File: config.mk
export PLATFORM = sky130hd
export DESIGN_NAME = sssr_top
export DESIGN_NICKNAME = d
export VERILOG_FILES = /design/src/hw/sssr_group.v /design/src/hw/sssr_rqs.v /design/src/hw/sssr_top.v
export VERILOG_INCLUDE_DIRS = /design/src /design/src/hw
export SDC_FILE = /design/constraint.sdc
export NUM_CORES = 1
export LEC_CHECK = 0
export ABC_AREA = 0
export BUFFER_PORTS_ARGS = -buffer_cell sky130_fd_sc_hd__buf_2
export CORE_MARGIN = 4
export CORE_UTILIZATION = 49
export DETAILED_ROUTE_END_ITERATION = 10
export HOLD_SLACK_MARGIN = 0.05
export PLACE_DENSITY = 0.7
export REMOVE_ABC_BUFFERS = 1
export SYNTH_ARGS = -nofsm -noshare
export SYNTH_HDL_FRONTEND = slang
export SYNTH_SLANG_ARGS = --single-unit
File: constraint.sdc
create_clock -name mclk_i -period 16.8 [get_ports mclk_i]
set_input_delay 4.2 -clock mclk_i [delete_from_list [all_inputs] [get_ports mclk_i]]
set_output_delay 4.2 -clock mclk_i [all_outputs]
set_load 0.05 [all_outputs]
File: src/hw/sssr_map.vh
`ifndef SSSR_MAP_VH
`define SSSR_MAP_VH

// ****************************************************************
// command codes on cmd_code_i
// ****************************************************************
`define SSSR_CMD_CLS      4'h0
`define SSSR_CMD_PRESET   4'h1
`define SSSR_CMD_SRE_WR   4'h2
`define SSSR_CMD_PSC_WR   4'h3
`define SSSR_CMD_ENA_WR   4'h4
`define SSSR_CMD_COND_RD  4'h5
`define SSSR_CMD_EVT_RD   4'h6
`define SSSR_CMD_ENA_RD   4'h7
`define SSSR_CMD_STB_RD   4'h8
`define SSSR_CMD_SRE_RD   4'h9
`define SSSR_CMD_PSC_RD   4'ha

// ****************************************************************
// group select on cmd_grp_i
// ****************************************************************
`define SSSR_GRP_ALARM    2'h0
`define SSSR_GRP_QUES     2'h1
`define SSSR_GRP_STD      2'h2
`define SSSR_GRP_OPER     2'h3

// ****************************************************************
// summary byte bit positions
// ****************************************************************
`define SSSR_STB_ALARM    1
`define SSSR_STB_QUES     3
`define SSSR_STB_MAV      4
`define SSSR_STB_STD      5
`define SSSR_STB_RQS      6
`define SSSR_STB_OPER     7

// ****************************************************************
// reset values
// ****************************************************************
`define SSSR_SRE_RST      8'h00
`define SSSR_ENA_RST      16'h0000

`endif

File: src/hw/sssr_group.v
`timescale 1ns/1ps
`include "sssr_map.vh"

// one status group: condition, latching event and enable mask
module sssr_group #(
  parameter WIDTH = 16                          // bits in this group
) (
  input  wire             mclk_i,               // system clock
  input  wire             rst_i,                // async reset, high
  input  wire [WIDTH-1:0] cond_i,               // live instrument state
  input  wire             evt_rd_i,             // event query, clears after read
  input  wire             cls_i,                // clear-status command
  input  wire             preset_i,             // status preset command
  input  wire             ena_wr_i,             // enable mask write strobe
  input  wire [WIDTH-1:0] ena_data_i,           // enable mask write value
  output wire [WIDTH-1:0] cond_o,               // condition view
  output wire [WIDTH-1:0] event_o,              // event register
  output wire [WIDTH-1:0] enable_o,             // enable register
  output wire             summary_o             // enabled summary bit
);

  reg [WIDTH-1:0] cond_prev_q;                  // condition one cycle ago
  reg [WIDTH-1:0] event_q;                      // latched events
  reg [WIDTH-1:0] event_d;                      // next events
  reg [WIDTH-1:0] enable_q;                     // enable mask
  wire [WIDTH-1:0] rise;                        // fresh occurrences

  // condition passes straight through, never latched nor altered by reads
  assign cond_o = cond_i;
  assign rise   = cond_i & ~cond_prev_q;

  // ****************************************************************
  // event latch
  // ****************************************************************
  // a set in the same cycle as a clear survives, so no event is lost
  always @* begin
    event_d = event_q;
    if (evt_rd_i || cls_i) begin
      event_d = {WIDTH{1'b0}};
    end
    event_d = event_d | rise;
  end

  always @(posedge mclk_i or posedge rst_i) begin
    if (rst_i) begin
      cond_prev_q <= {WIDTH{1'b0}};
      event_q     <= {WIDTH{1'b0}};
    end else begin
      cond_prev_q <= cond_i;
      event_q     <= event_d;
    end
  end

  // ****************************************************************
  // enable mask
  // ****************************************************************
  // preset wins over a write in the same cycle; clear-status leaves it
  always @(posedge mclk_i or posedge rst_i) begin
    if (rst_i) begin
      enable_q <= {WIDTH{1'b0}};
    end else if (preset_i) begin
      enable_q <= {WIDTH{1'b0}};
    end else if (ena_wr_i) begin
      enable_q <= ena_data_i;
    end
  end

  assign event_o   = event_q;
  assign enable_o  = enable_q;
  // dropping event bits drops this summary at once
  assign summary_o = |(event_q & enable_q);

endmodule // sssr_group

File: src/hw/sssr_rqs.v
`timescale 1ns/1ps
`include "sssr_map.vh"

// master summary and service request latch
module sssr_rqs (
  input  wire       mclk_i,                     // system clock
  input  wire       rst_i,                      // async reset, high
  input  wire [7:0] stb_i,                      // summary byte, bit 6 ignored
  input  wire [7:0] sre_i,                      // summary enable mask
  input  wire       spoll_i,                    // serial poll strobe
  output wire       mss_o,                      // master summary level
  output wire       rqs_o                       // request service / srq line
);

  reg  mss_prev_q;                              // master summary last cycle
  reg  rqs_q;                                   // request latch
  wire [7:0] masked;                            // enabled summary bits

  // bit 6 of the mask is meaningless, it would feed back on itself
  assign masked = stb_i & sre_i & 8'hbf;
  assign mss_o  = |masked;

  // ****************************************************************
  // request latch
  // ****************************************************************
  // set on 0->1 of the master summary; a poll clears only this bit;
  // a rise in the poll cycle keeps the request up
  always @(posedge mclk_i or posedge rst_i) begin
    if (rst_i) begin
      mss_prev_q <= 1'b0;
      rqs_q      <= 1'b0;
    end else begin
      mss_prev_q <= mss_o;
      if (mss_o && !mss_prev_q) begin
        rqs_q <= 1'b1;
      end else if (spoll_i) begin
        rqs_q <= 1'b0;
      end
    end
  end

  assign rqs_o = rqs_q;

endmodule // sssr_rqs

File: src/hw/sssr_top.v
`timescale 1ns/1ps
`include "sssr_map.vh"

// Overview of operation
// - four groups: condition, event, enable each
// - condition follows state, read-only, read-safe
// - event bit latches once, repeats ignored
// - event cleared by query or clear-status only
// - queries return binary-weighted register value
// - enable masks readable, writable, gate summaries
// - clear-status clears events, keeps enables
// - preset clears every group enable register, summary mask kept
// - message-available follows output buffer data
// - clearing events clears matching summary bit
// - summary weights 2, 8, 32, 128; 0,2 zero
// - master bit set when enabled summaries set
// - mask clears on zero write, power-on flag
// - master bit rising raises service request
// - serial poll clears only request bit
// - serial poll served immediately, never queued
// - summary query same byte, waits, no clear

module sssr_top #(
  parameter ALM_W  = 16,                        // alarm group width
  parameter QUES_W = 16,                        // questionable group width
  parameter STD_W  = 8,                         // standard event width
  parameter OPER_W = 16                         // standard operation width
) (
  input  wire        mclk_i,                    // system clock, 20 MHz
  input  wire        rst_i,                     // power-on reset, async, high
  input  wire [15:0] alm_cond_i,                // alarm conditions
  input  wire [15:0] ques_cond_i,               // questionable conditions
  input  wire [15:0] std_cond_i,                // standard event conditions
  input  wire [15:0] oper_cond_i,               // operation conditions
  input  wire        mav_i,                     // output buffer holds data
  input  wire        cmd_busy_i,                // earlier commands still running
  input  wire        cmd_valid_i,               // command strobe
  input  wire [3:0]  cmd_code_i,                // command code
  input  wire [1:0]  cmd_grp_i,                 // target group
  input  wire [15:0] cmd_data_i,                // write value
  input  wire        spoll_i,                   // serial poll strobe
  input  wire        nv_psc_i,                  // stored power-on-clear flag
  input  wire [7:0]  nv_sre_i,                  // stored summary enable mask
  output wire        cmd_ready_o,               // command accepted when high
  output reg         rsp_valid_o,               // query answer pulse
  output reg  [15:0] rsp_data_o,                // query answer value
  output reg         spoll_valid_o,             // poll answer pulse
  output reg  [7:0]  spoll_data_o,              // poll answer byte
  output wire        srq_o,                     // service request line
  output wire        psc_o,                     // power-on-clear flag to store
  output wire [7:0]  sre_o                      // summary mask to store
);

  // ****************************************************************
  // command decode
  // ****************************************************************
  wire        take;                             // command taken this cycle
  wire        do_cls;                           // clear-status
  wire        do_preset;                        // status preset
  wire        do_ena_wr;                        // group enable write
  wire        do_evt_rd;                        // group event query
  wire [3:0]  grp_hit;                          // one-hot group select
  reg         stb_pend_q;                       // summary query waiting
  reg         por_load_q;                       // load pending after reset
  reg         psc_q;                            // power-on-clear flag
  reg  [7:0]  sre_q;                            // summary enable mask

  // a pending summary query stalls new commands so order is kept
  assign cmd_ready_o = !stb_pend_q;
  assign take        = cmd_valid_i && cmd_ready_o;
  assign do_cls      = take && (cmd_code_i == `SSSR_CMD_CLS);
  assign do_preset   = take && (cmd_code_i == `SSSR_CMD_PRESET);
  assign do_ena_wr   = take && (cmd_code_i == `SSSR_CMD_ENA_WR);
  assign do_evt_rd   = take && (cmd_code_i == `SSSR_CMD_EVT_RD);

  // one-hot select of a group index
  function [3:0] grp_dec;
    input [1:0] g;
    begin
      grp_dec = 4'h1 << g;
    end
  endfunction

  assign grp_hit = grp_dec(cmd_grp_i);

  // ****************************************************************
  // status groups
  // ****************************************************************
  wire [ALM_W-1:0]  alm_cond;                   // alarm condition view
  wire [ALM_W-1:0]  alm_evt;                    // alarm events
  wire [ALM_W-1:0]  alm_ena;                    // alarm mask
  wire              alm_sum;                    // alarm summary
  wire [QUES_W-1:0] ques_cond;                  // questionable condition view
  wire [QUES_W-1:0] ques_evt;                   // questionable events
  wire [QUES_W-1:0] ques_ena;                   // questionable mask
  wire              ques_sum;                   // questionable summary
  wire [STD_W-1:0]  std_cond;                   // standard condition view
  wire [STD_W-1:0]  std_evt;                    // standard events
  wire [STD_W-1:0]  std_ena;                    // standard mask
  wire              std_sum;                    // standard summary
  wire [OPER_W-1:0] oper_cond;                  // operation condition view
  wire [OPER_W-1:0] oper_evt;                   // operation events
  wire [OPER_W-1:0] oper_ena;                   // operation mask
  wire              oper_sum;                   // operation summary

  sssr_group #(.WIDTH(ALM_W)) u_alm (
    .mclk_i     (mclk_i),
    .rst_i      (rst_i),
    .cond_i     (alm_cond_i[ALM_W-1:0]),
    .evt_rd_i   (do_evt_rd && grp_hit[`SSSR_GRP_ALARM]),
    .cls_i      (do_cls),
    .preset_i   (do_preset),
    .ena_wr_i   (do_ena_wr && grp_hit[`SSSR_GRP_ALARM]),
    .ena_data_i (cmd_data_i[ALM_W-1:0]),
    .cond_o     (alm_cond),
    .event_o    (alm_evt),
    .enable_o   (alm_ena),
    .summary_o  (alm_sum)
  );

  sssr_group #(.WIDTH(QUES_W)) u_ques (
    .mclk_i     (mclk_i),
    .rst_i      (rst_i),
    .cond_i     (ques_cond_i[QUES_W-1:0]),
    .evt_rd_i   (do_evt_rd && grp_hit[`SSSR_GRP_QUES]),
    .cls_i      (do_cls),
    .preset_i   (do_preset),
    .ena_wr_i   (do_ena_wr && grp_hit[`SSSR_GRP_QUES]),
    .ena_data_i (cmd_data_i[QUES_W-1:0]),
    .cond_o     (ques_cond),
    .event_o    (ques_evt),
    .enable_o   (ques_ena),
    .summary_o  (ques_sum)
  );

  sssr_group #(.WIDTH(STD_W)) u_std (
    .mclk_i     (mclk_i),
    .rst_i      (rst_i),
    .cond_i     (std_cond_i[STD_W-1:0]),
    .evt_rd_i   (do_evt_rd && grp_hit[`SSSR_GRP_STD]),
    .cls_i      (do_cls),
    .preset_i   (do_preset),
    .ena_wr_i   (do_ena_wr && grp_hit[`SSSR_GRP_STD]),
    .ena_data_i (cmd_data_i[STD_W-1:0]),
    .cond_o     (std_cond),
    .event_o    (std_evt),
    .enable_o   (std_ena),
    .summary_o  (std_sum)
  );

  sssr_group #(.WIDTH(OPER_W)) u_oper (
    .mclk_i     (mclk_i),
    .rst_i      (rst_i),
    .cond_i     (oper_cond_i[OPER_W-1:0]),
    .evt_rd_i   (do_evt_rd && grp_hit[`SSSR_GRP_OPER]),
    .cls_i      (do_cls),
    .preset_i   (do_preset),
    .ena_wr_i   (do_ena_wr && grp_hit[`SSSR_GRP_OPER]),
    .ena_data_i (cmd_data_i[OPER_W-1:0]),
    .cond_o     (oper_cond),
    .event_o    (oper_evt),
    .enable_o   (oper_ena),
    .summary_o  (oper_sum)
  );

  // ****************************************************************
  // summary byte and service request
  // ****************************************************************
  wire [7:0] stb_cond;                          // summary byte without bit 6
  wire       mss;                               // master summary level
  wire       rqs;                               // latched request

  // bits 0 and 2 are tied low; group summaries at fixed weights;
  // message-available tracks the output buffer directly
  assign stb_cond = {oper_sum, 1'b0, std_sum, mav_i,
                     ques_sum, 1'b0, alm_sum, 1'b0};

  sssr_rqs u_rqs (
    .mclk_i  (mclk_i),
    .rst_i   (rst_i),
    .stb_i   (stb_cond),
    .sre_i   (sre_q),
    .spoll_i (spoll_i),
    .mss_o   (mss),
    .rqs_o   (rqs)
  );

  assign srq_o = rqs;

  // ****************************************************************
  // power-on flag and summary enable mask
  // ****************************************************************
  // async reset can only load constants, so the stored flag and mask
  // are taken on the first edge after release
  always @(posedge mclk_i or posedge rst_i) begin
    if (rst_i) begin
      por_load_q <= 1'b1;
      psc_q      <= 1'b0;
      sre_q      <= `SSSR_SRE_RST;
    end else if (por_load_q) begin
      por_load_q <= 1'b0;
      psc_q      <= nv_psc_i;
      // flag set: power-on clears the mask; flag clear: mask retained
      sre_q      <= nv_psc_i ? `SSSR_SRE_RST : nv_sre_i;
    end else if (take && cmd_code_i == `SSSR_CMD_SRE_WR) begin
      sre_q      <= cmd_data_i[7:0];
    end else if (take && cmd_code_i == `SSSR_CMD_PSC_WR) begin
      psc_q      <= |cmd_data_i;
    end
  end

  assign psc_o = psc_q;
  assign sre_o = sre_q;

  // ****************************************************************
  // query answers
  // ****************************************************************
  // select the addressed group register for the answer bus
  function [15:0] grp_sel;
    input [1:0]  g;
    input [15:0] a;
    input [15:0] q;
    input [15:0] s;
    input [15:0] o;
    begin
      case (g)
        `SSSR_GRP_ALARM: grp_sel = a;
        `SSSR_GRP_QUES:  grp_sel = q;
        `SSSR_GRP_STD:   grp_sel = s;
        default:         grp_sel = o;
      endcase
    end
  endfunction

  wire [15:0] cond_sel;                         // selected condition value
  wire [15:0] evt_sel;                          // selected event value
  wire [15:0] ena_sel;                          // selected mask value

  assign cond_sel = grp_sel(cmd_grp_i, {{(16-ALM_W){1'b0}}, alm_cond},
                            {{(16-QUES_W){1'b0}}, ques_cond},
                            {{(16-STD_W){1'b0}}, std_cond},
                            {{(16-OPER_W){1'b0}}, oper_cond});
  assign evt_sel  = grp_sel(cmd_grp_i, {{(16-ALM_W){1'b0}}, alm_evt},
                            {{(16-QUES_W){1'b0}}, ques_evt},
                            {{(16-STD_W){1'b0}}, std_evt},
                            {{(16-OPER_W){1'b0}}, oper_evt});
  assign ena_sel  = grp_sel(cmd_grp_i, {{(16-ALM_W){1'b0}}, alm_ena},
                            {{(16-QUES_W){1'b0}}, ques_ena},
                            {{(16-STD_W){1'b0}}, std_ena},
                            {{(16-OPER_W){1'b0}}, oper_ena});

  // summary query waits for earlier commands; while waiting new
  // commands stall, the poll path does not
  always @(posedge mclk_i or posedge rst_i) begin
    if (rst_i) begin
      stb_pend_q  <= 1'b0;
      rsp_valid_o <= 1'b0;
      rsp_data_o  <= 16'h0000;
    end else begin
      rsp_valid_o <= 1'b0;
      if (stb_pend_q) begin
        if (!cmd_busy_i) begin
          // same byte as a poll but bit 6 is the live master summary
          stb_pend_q  <= 1'b0;
          rsp_valid_o <= 1'b1;
          rsp_data_o  <= {8'h00, stb_cond[7], mss, stb_cond[5:0]};
        end
      end else if (take) begin
        case (cmd_code_i)
          `SSSR_CMD_COND_RD: begin
            rsp_valid_o <= 1'b1;
            rsp_data_o  <= cond_sel;
          end
          `SSSR_CMD_EVT_RD: begin
            // value taken before the clear lands on the next edge
            rsp_valid_o <= 1'b1;
            rsp_data_o  <= evt_sel;
          end
          `SSSR_CMD_ENA_RD: begin
            rsp_valid_o <= 1'b1;
            rsp_data_o  <= ena_sel;
          end
          `SSSR_CMD_STB_RD: begin
            if (cmd_busy_i) begin
              stb_pend_q <= 1'b1;
            end else begin
              rsp_valid_o <= 1'b1;
              rsp_data_o  <= {8'h00, stb_cond[7], mss, stb_cond[5:0]};
            end
          end
          `SSSR_CMD_SRE_RD: begin
            rsp_valid_o <= 1'b1;
            rsp_data_o  <= {8'h00, sre_q};
          end
          `SSSR_CMD_PSC_RD: begin
            rsp_valid_o <= 1'b1;
            rsp_data_o  <= {15'h0000, psc_q};
          end
          default: begin
            rsp_valid_o <= 1'b0;                // writes give no answer
          end
        endcase
      end
    end
  end

  // ****************************************************************
  // serial poll
  // ****************************************************************
  // answered on the next edge regardless of busy or pending commands;
  // bit 6 shows the latched request, cleared in the same edge
  always @(posedge mclk_i or posedge rst_i) begin
    if (rst_i) begin
      spoll_valid_o <= 1'b0;
      spoll_data_o  <= 8'h00;
    end else begin
      spoll_valid_o <= spoll_i;
      if (spoll_i) begin
        spoll_data_o <= {stb_cond[7], rqs, stb_cond[5:0]};
      end
    end
  end

endmodule // sssr_top

==> results.py <==
metrics = {
    "status": {
        "status": "finished, final reports clean",
    },
    "final_layout": {
        "drive_gt1_share_pct": 21.0,
        "syn_to_final_growth_pct": 16.5,
        "final_common_cell": "dfrtp_1",
        "mostFrequentLayoutCells": "dfrtp_1, nand2_1, buf_2",
        "layout.nets": 1119,
    },
    "routing": {
        "drtAntennaViolNets": 0,
        "highest-signal-layer": "met5",
        "wl_met3_um": 3540,
        "drtIter0Drc": 941,
        "wl_per_cell_um": 22.9,
        "wirelength_um": 28900,
        "wl_met2_um": 12900,
        "dr.pass1.iters": 6,
        "drcViolationCount": 0,
        "vias": 7717,
        "met1_length_um": 11600,
        "vias_per_cell": 6.10,
    },
    "logic_synthesis": {
        "syn_avg_cell_area_um2": 10.3,
        "synth.cell_area_um2": 9260,
        "seq_area_frac_synth_pct": 55.4,
        "ys_warn_count": 0,
        "synthCells": 901,
        "synth-seq-cells": 205,
        "netlist-cell-type-count": 57,
        "synth_edf_count": 0,
        "yosys_most_used_dff": "dfrtp_1",
        "synthArstFlopShare_pct": 100,
    },
    "timing": {
        "setup_tns_ps": 0,
        "setup_slack_ps": 10410,
        "period_share_pct": 38.0,
        "slew_violations": 0,
        "skew_ps": 13.8,
        "slew_headroom_pct": 9.61,
        "fmax_ghz": 0.156,
        "setup_viol": 0,
        "tightest_slew_ps": 1360,
        "hold_slack_ps": 404,
        "final-hold-violation-count": 0,
        "finalCriticalPeriod_ps": 6390,
        "rsz0062_at_grt": "false",
    },
    "critical_path": {
        "reg2reg_slack_ps": 13790,
        "reg2regPathDepth": 6,
        "crit_fanout": 41,
        "crit_chain": "buf_4 > buf_4 > nand2_1 > o311ai_1 > a221oi_1 > a31oi_1",
        "worstPathRequired_ps": 17220,
        "crit_top_cell": "buf_4",
        "cpPeakStageDelay_ps": 700,
        "r2r-start": "stb_pend_q",
        "path_class": "input port to flop",
        "cp-end-kind": "flop",
        "start_kind": "input port",
        "crit_slowest_cell": "buf_4",
        "rr_endpoint": "u_oper.enable_o[2]",
        "cp.arrival_ps": 6810,
    },
    "clocking": {
        "numClockSinks": 205,
        "root_buffer": "clkbuf_16",
        "clock_latency_ps": 510,
        "clockBufferDepth": 3,
        "cts_buffers": 23,
        "post-cts-setup-buffers": 0,
        "clk_pin_slew_worst_paths_ps": 60,
        "htree_num_levels": 1,
        "cts_hold_buffers": 0,
        "cts-resized-gates": 0,
        "cts_tree": "yes",
    },
    "grt": {
        "antenna_found_initial": 3,
        "grt_max_degree": 136,
        "grt_pass1_wl_um": 45000,
        "overflow": 0,
        "track_usage_pct": 27.0,
        "grt_pass1_vias": 7774,
    },
    "die": {
        "die_w_um": 146,
        "core-area_um2": 18600,
        "fp.dieH_um": 146,
        "num_rows": 50,
        "die_area_um2": 21200,
        "initial_core_util_pct": 49.7,
        "io_pins": 138,
    },
    "placed_design": {
        "gp_congestion": 0.912,
        "io_buffer_count": 127,
        "pre_cts_slack_ps": 10000,
        "hpwl_um": 19200,
    },
    "min_path": {
        "hold_class": "flop to flop",
        "whs_endpoint": "u_oper.event_o[12]",
        "min-delay-start": "u_oper.cond_prev_q[12]",
        "holdPathStages": 1,
    },
    "power_and_ir_drop": {
        "power_leakage_uw": 0.00512,
        "p_per_area_nw_per_um2": 120,
        "peakVddDrop_uv": 75.3,
    },
    "flow_run": {
        "drv_cap": 0,
    },
}
-- registers in the layout, indices dropped and copies added, names as in the netlist, 6 cells and up --
name and flops:
u_ques.enable_o 16, u_std.event_o 8, u_oper.enable_o 16, u_alm.cond_prev_q 16, u_oper.cond_prev_q 16, u_std.cond_prev_q 8, u_oper.event_o 16, u_ques.cond_prev_q 16
rsp_data_o 16, u_alm.enable_o 16, sre_o 8, u_ques.event_o 16, spoll_data_o 6, u_alm.event_o 16, u_std.enable_o 8
-- cells in the mapped netlist, types with 5 or more instances --
| cell | instances | area share (%) |
|---|---|---|
| dfrtp_1 | 204 | 55 |
| nand2_1 | 165 | 6.7 |
| a21oi_1 | 77 | 4.2 |
| o21ai_0 | 77 | 4.2 |
| inv_1 | 70 | 2.8 |
| nand3_1 | 40 | 2.2 |
| mux2i_1 | 31 | 3.3 |
| a22o_1 | 21 | 2.0 |
| buf_2 | 21 | 1.1 |
| mux4_2 | 20 | 4.9 |
| nor2_1 | 20 | 0.81 |
| clkbuf_1 | 15 | 0.61 |
| a22oi_1 | 12 | 0.97 |
| a221oi_1 | 10 | 0.95 |
| o21ai_1 | 9 | 0.49 |
| o22ai_1 | 9 | 0.61 |
| o2bb2ai_1 | 9 | 0.85 |
| a222oi_1 | 7 | 0.76 |
| buf_4 | 7 | 0.57 |
| a221o_1 | 5 | 0.54 |
| buf_1 | 5 | 0.20 |
| nand2b_1 | 5 | 0.34 |
| nor2b_1 | 5 | 0.34 |
-- worst max-delay path, delay by kind of cell --
family	cells	cell delay (ps)
AO/OA/AOI/OAI	3	950
buffers and inverters	2	960
AND/OR/NAND/NOR	1	640
-- layer usage --
layer / vias up / global-route usage [%]
met3: 61 / 8.10
met5: - / 0
met4: 2 / 8.97
met2: 459 / 42.0
met1: 3780 / 36.6
li1: 3415 / -
-- worst max-delay path by stage --
stage,slack (ps),endpoint,cells past startpoint,from
after floorplan,7010,psc_o,1,rst_i
after global placement,9980,rsp_data_o[5],6,cmd_grp_i[0]
after detailed placement,10000,rsp_data_o[5],6,cmd_grp_i[0]
after CTS,10490,rsp_data_o[5],6,cmd_grp_i[0]
after global routing,10370,rsp_data_o[5],6,cmd_grp_i[0]
final,10410,rsp_data_o[5],6,cmd_grp_i[0]
-- power breakdown --
part | total, uW | switching, uW | internal [uW]
Clock | 478 | 193 | 286
Combinational | 236 | 160 | 76.7
Sequential | 579 | 37.9 | 541
Total | 1290 | 390 | 903
-- metrics by stage --
stage / instances / power [uW] / area (um^2) / util [%]
2_1_floorplan: 854 / 729 / 9030 / -
3_3_place_gp: 1227 / 814 / 10100 / 54.1
3_5_place_dp: 1227 / 819 / 10100 / 54.1
4_1_cts: 1263 / 1300 / 10800 / 57.9
5_1_grt: 1265 / 1350 / 10800 / 57.9
6_report: 1265 / 1290 / 10800 / 57.9
-- logic make-up after synthesis --
| logic type | synth area share [%] |
|---|---|
| other | 0.0405 |
| muxes | 8.58 |
| AOI/OAI and AO/OA | 17.9 |
| DFF | 55.4 |
| buffers and inverters | 5.40 |
| and+or+nand+nor | 12.7 |
-- area by class of cell --
cell class,count,area [um^2]
Tap cell,234,293
Timing Repair Buffer,139,728
Sequential cell,205,5130
Clock inverter,4,48.8
Antenna cell,2,5.00
Fill cell,1642,7850
Inverter,70,270
Multi-Input combinational cell,579,3660
Clock buffer,32,659
Power figures use the tool's default switching activity.
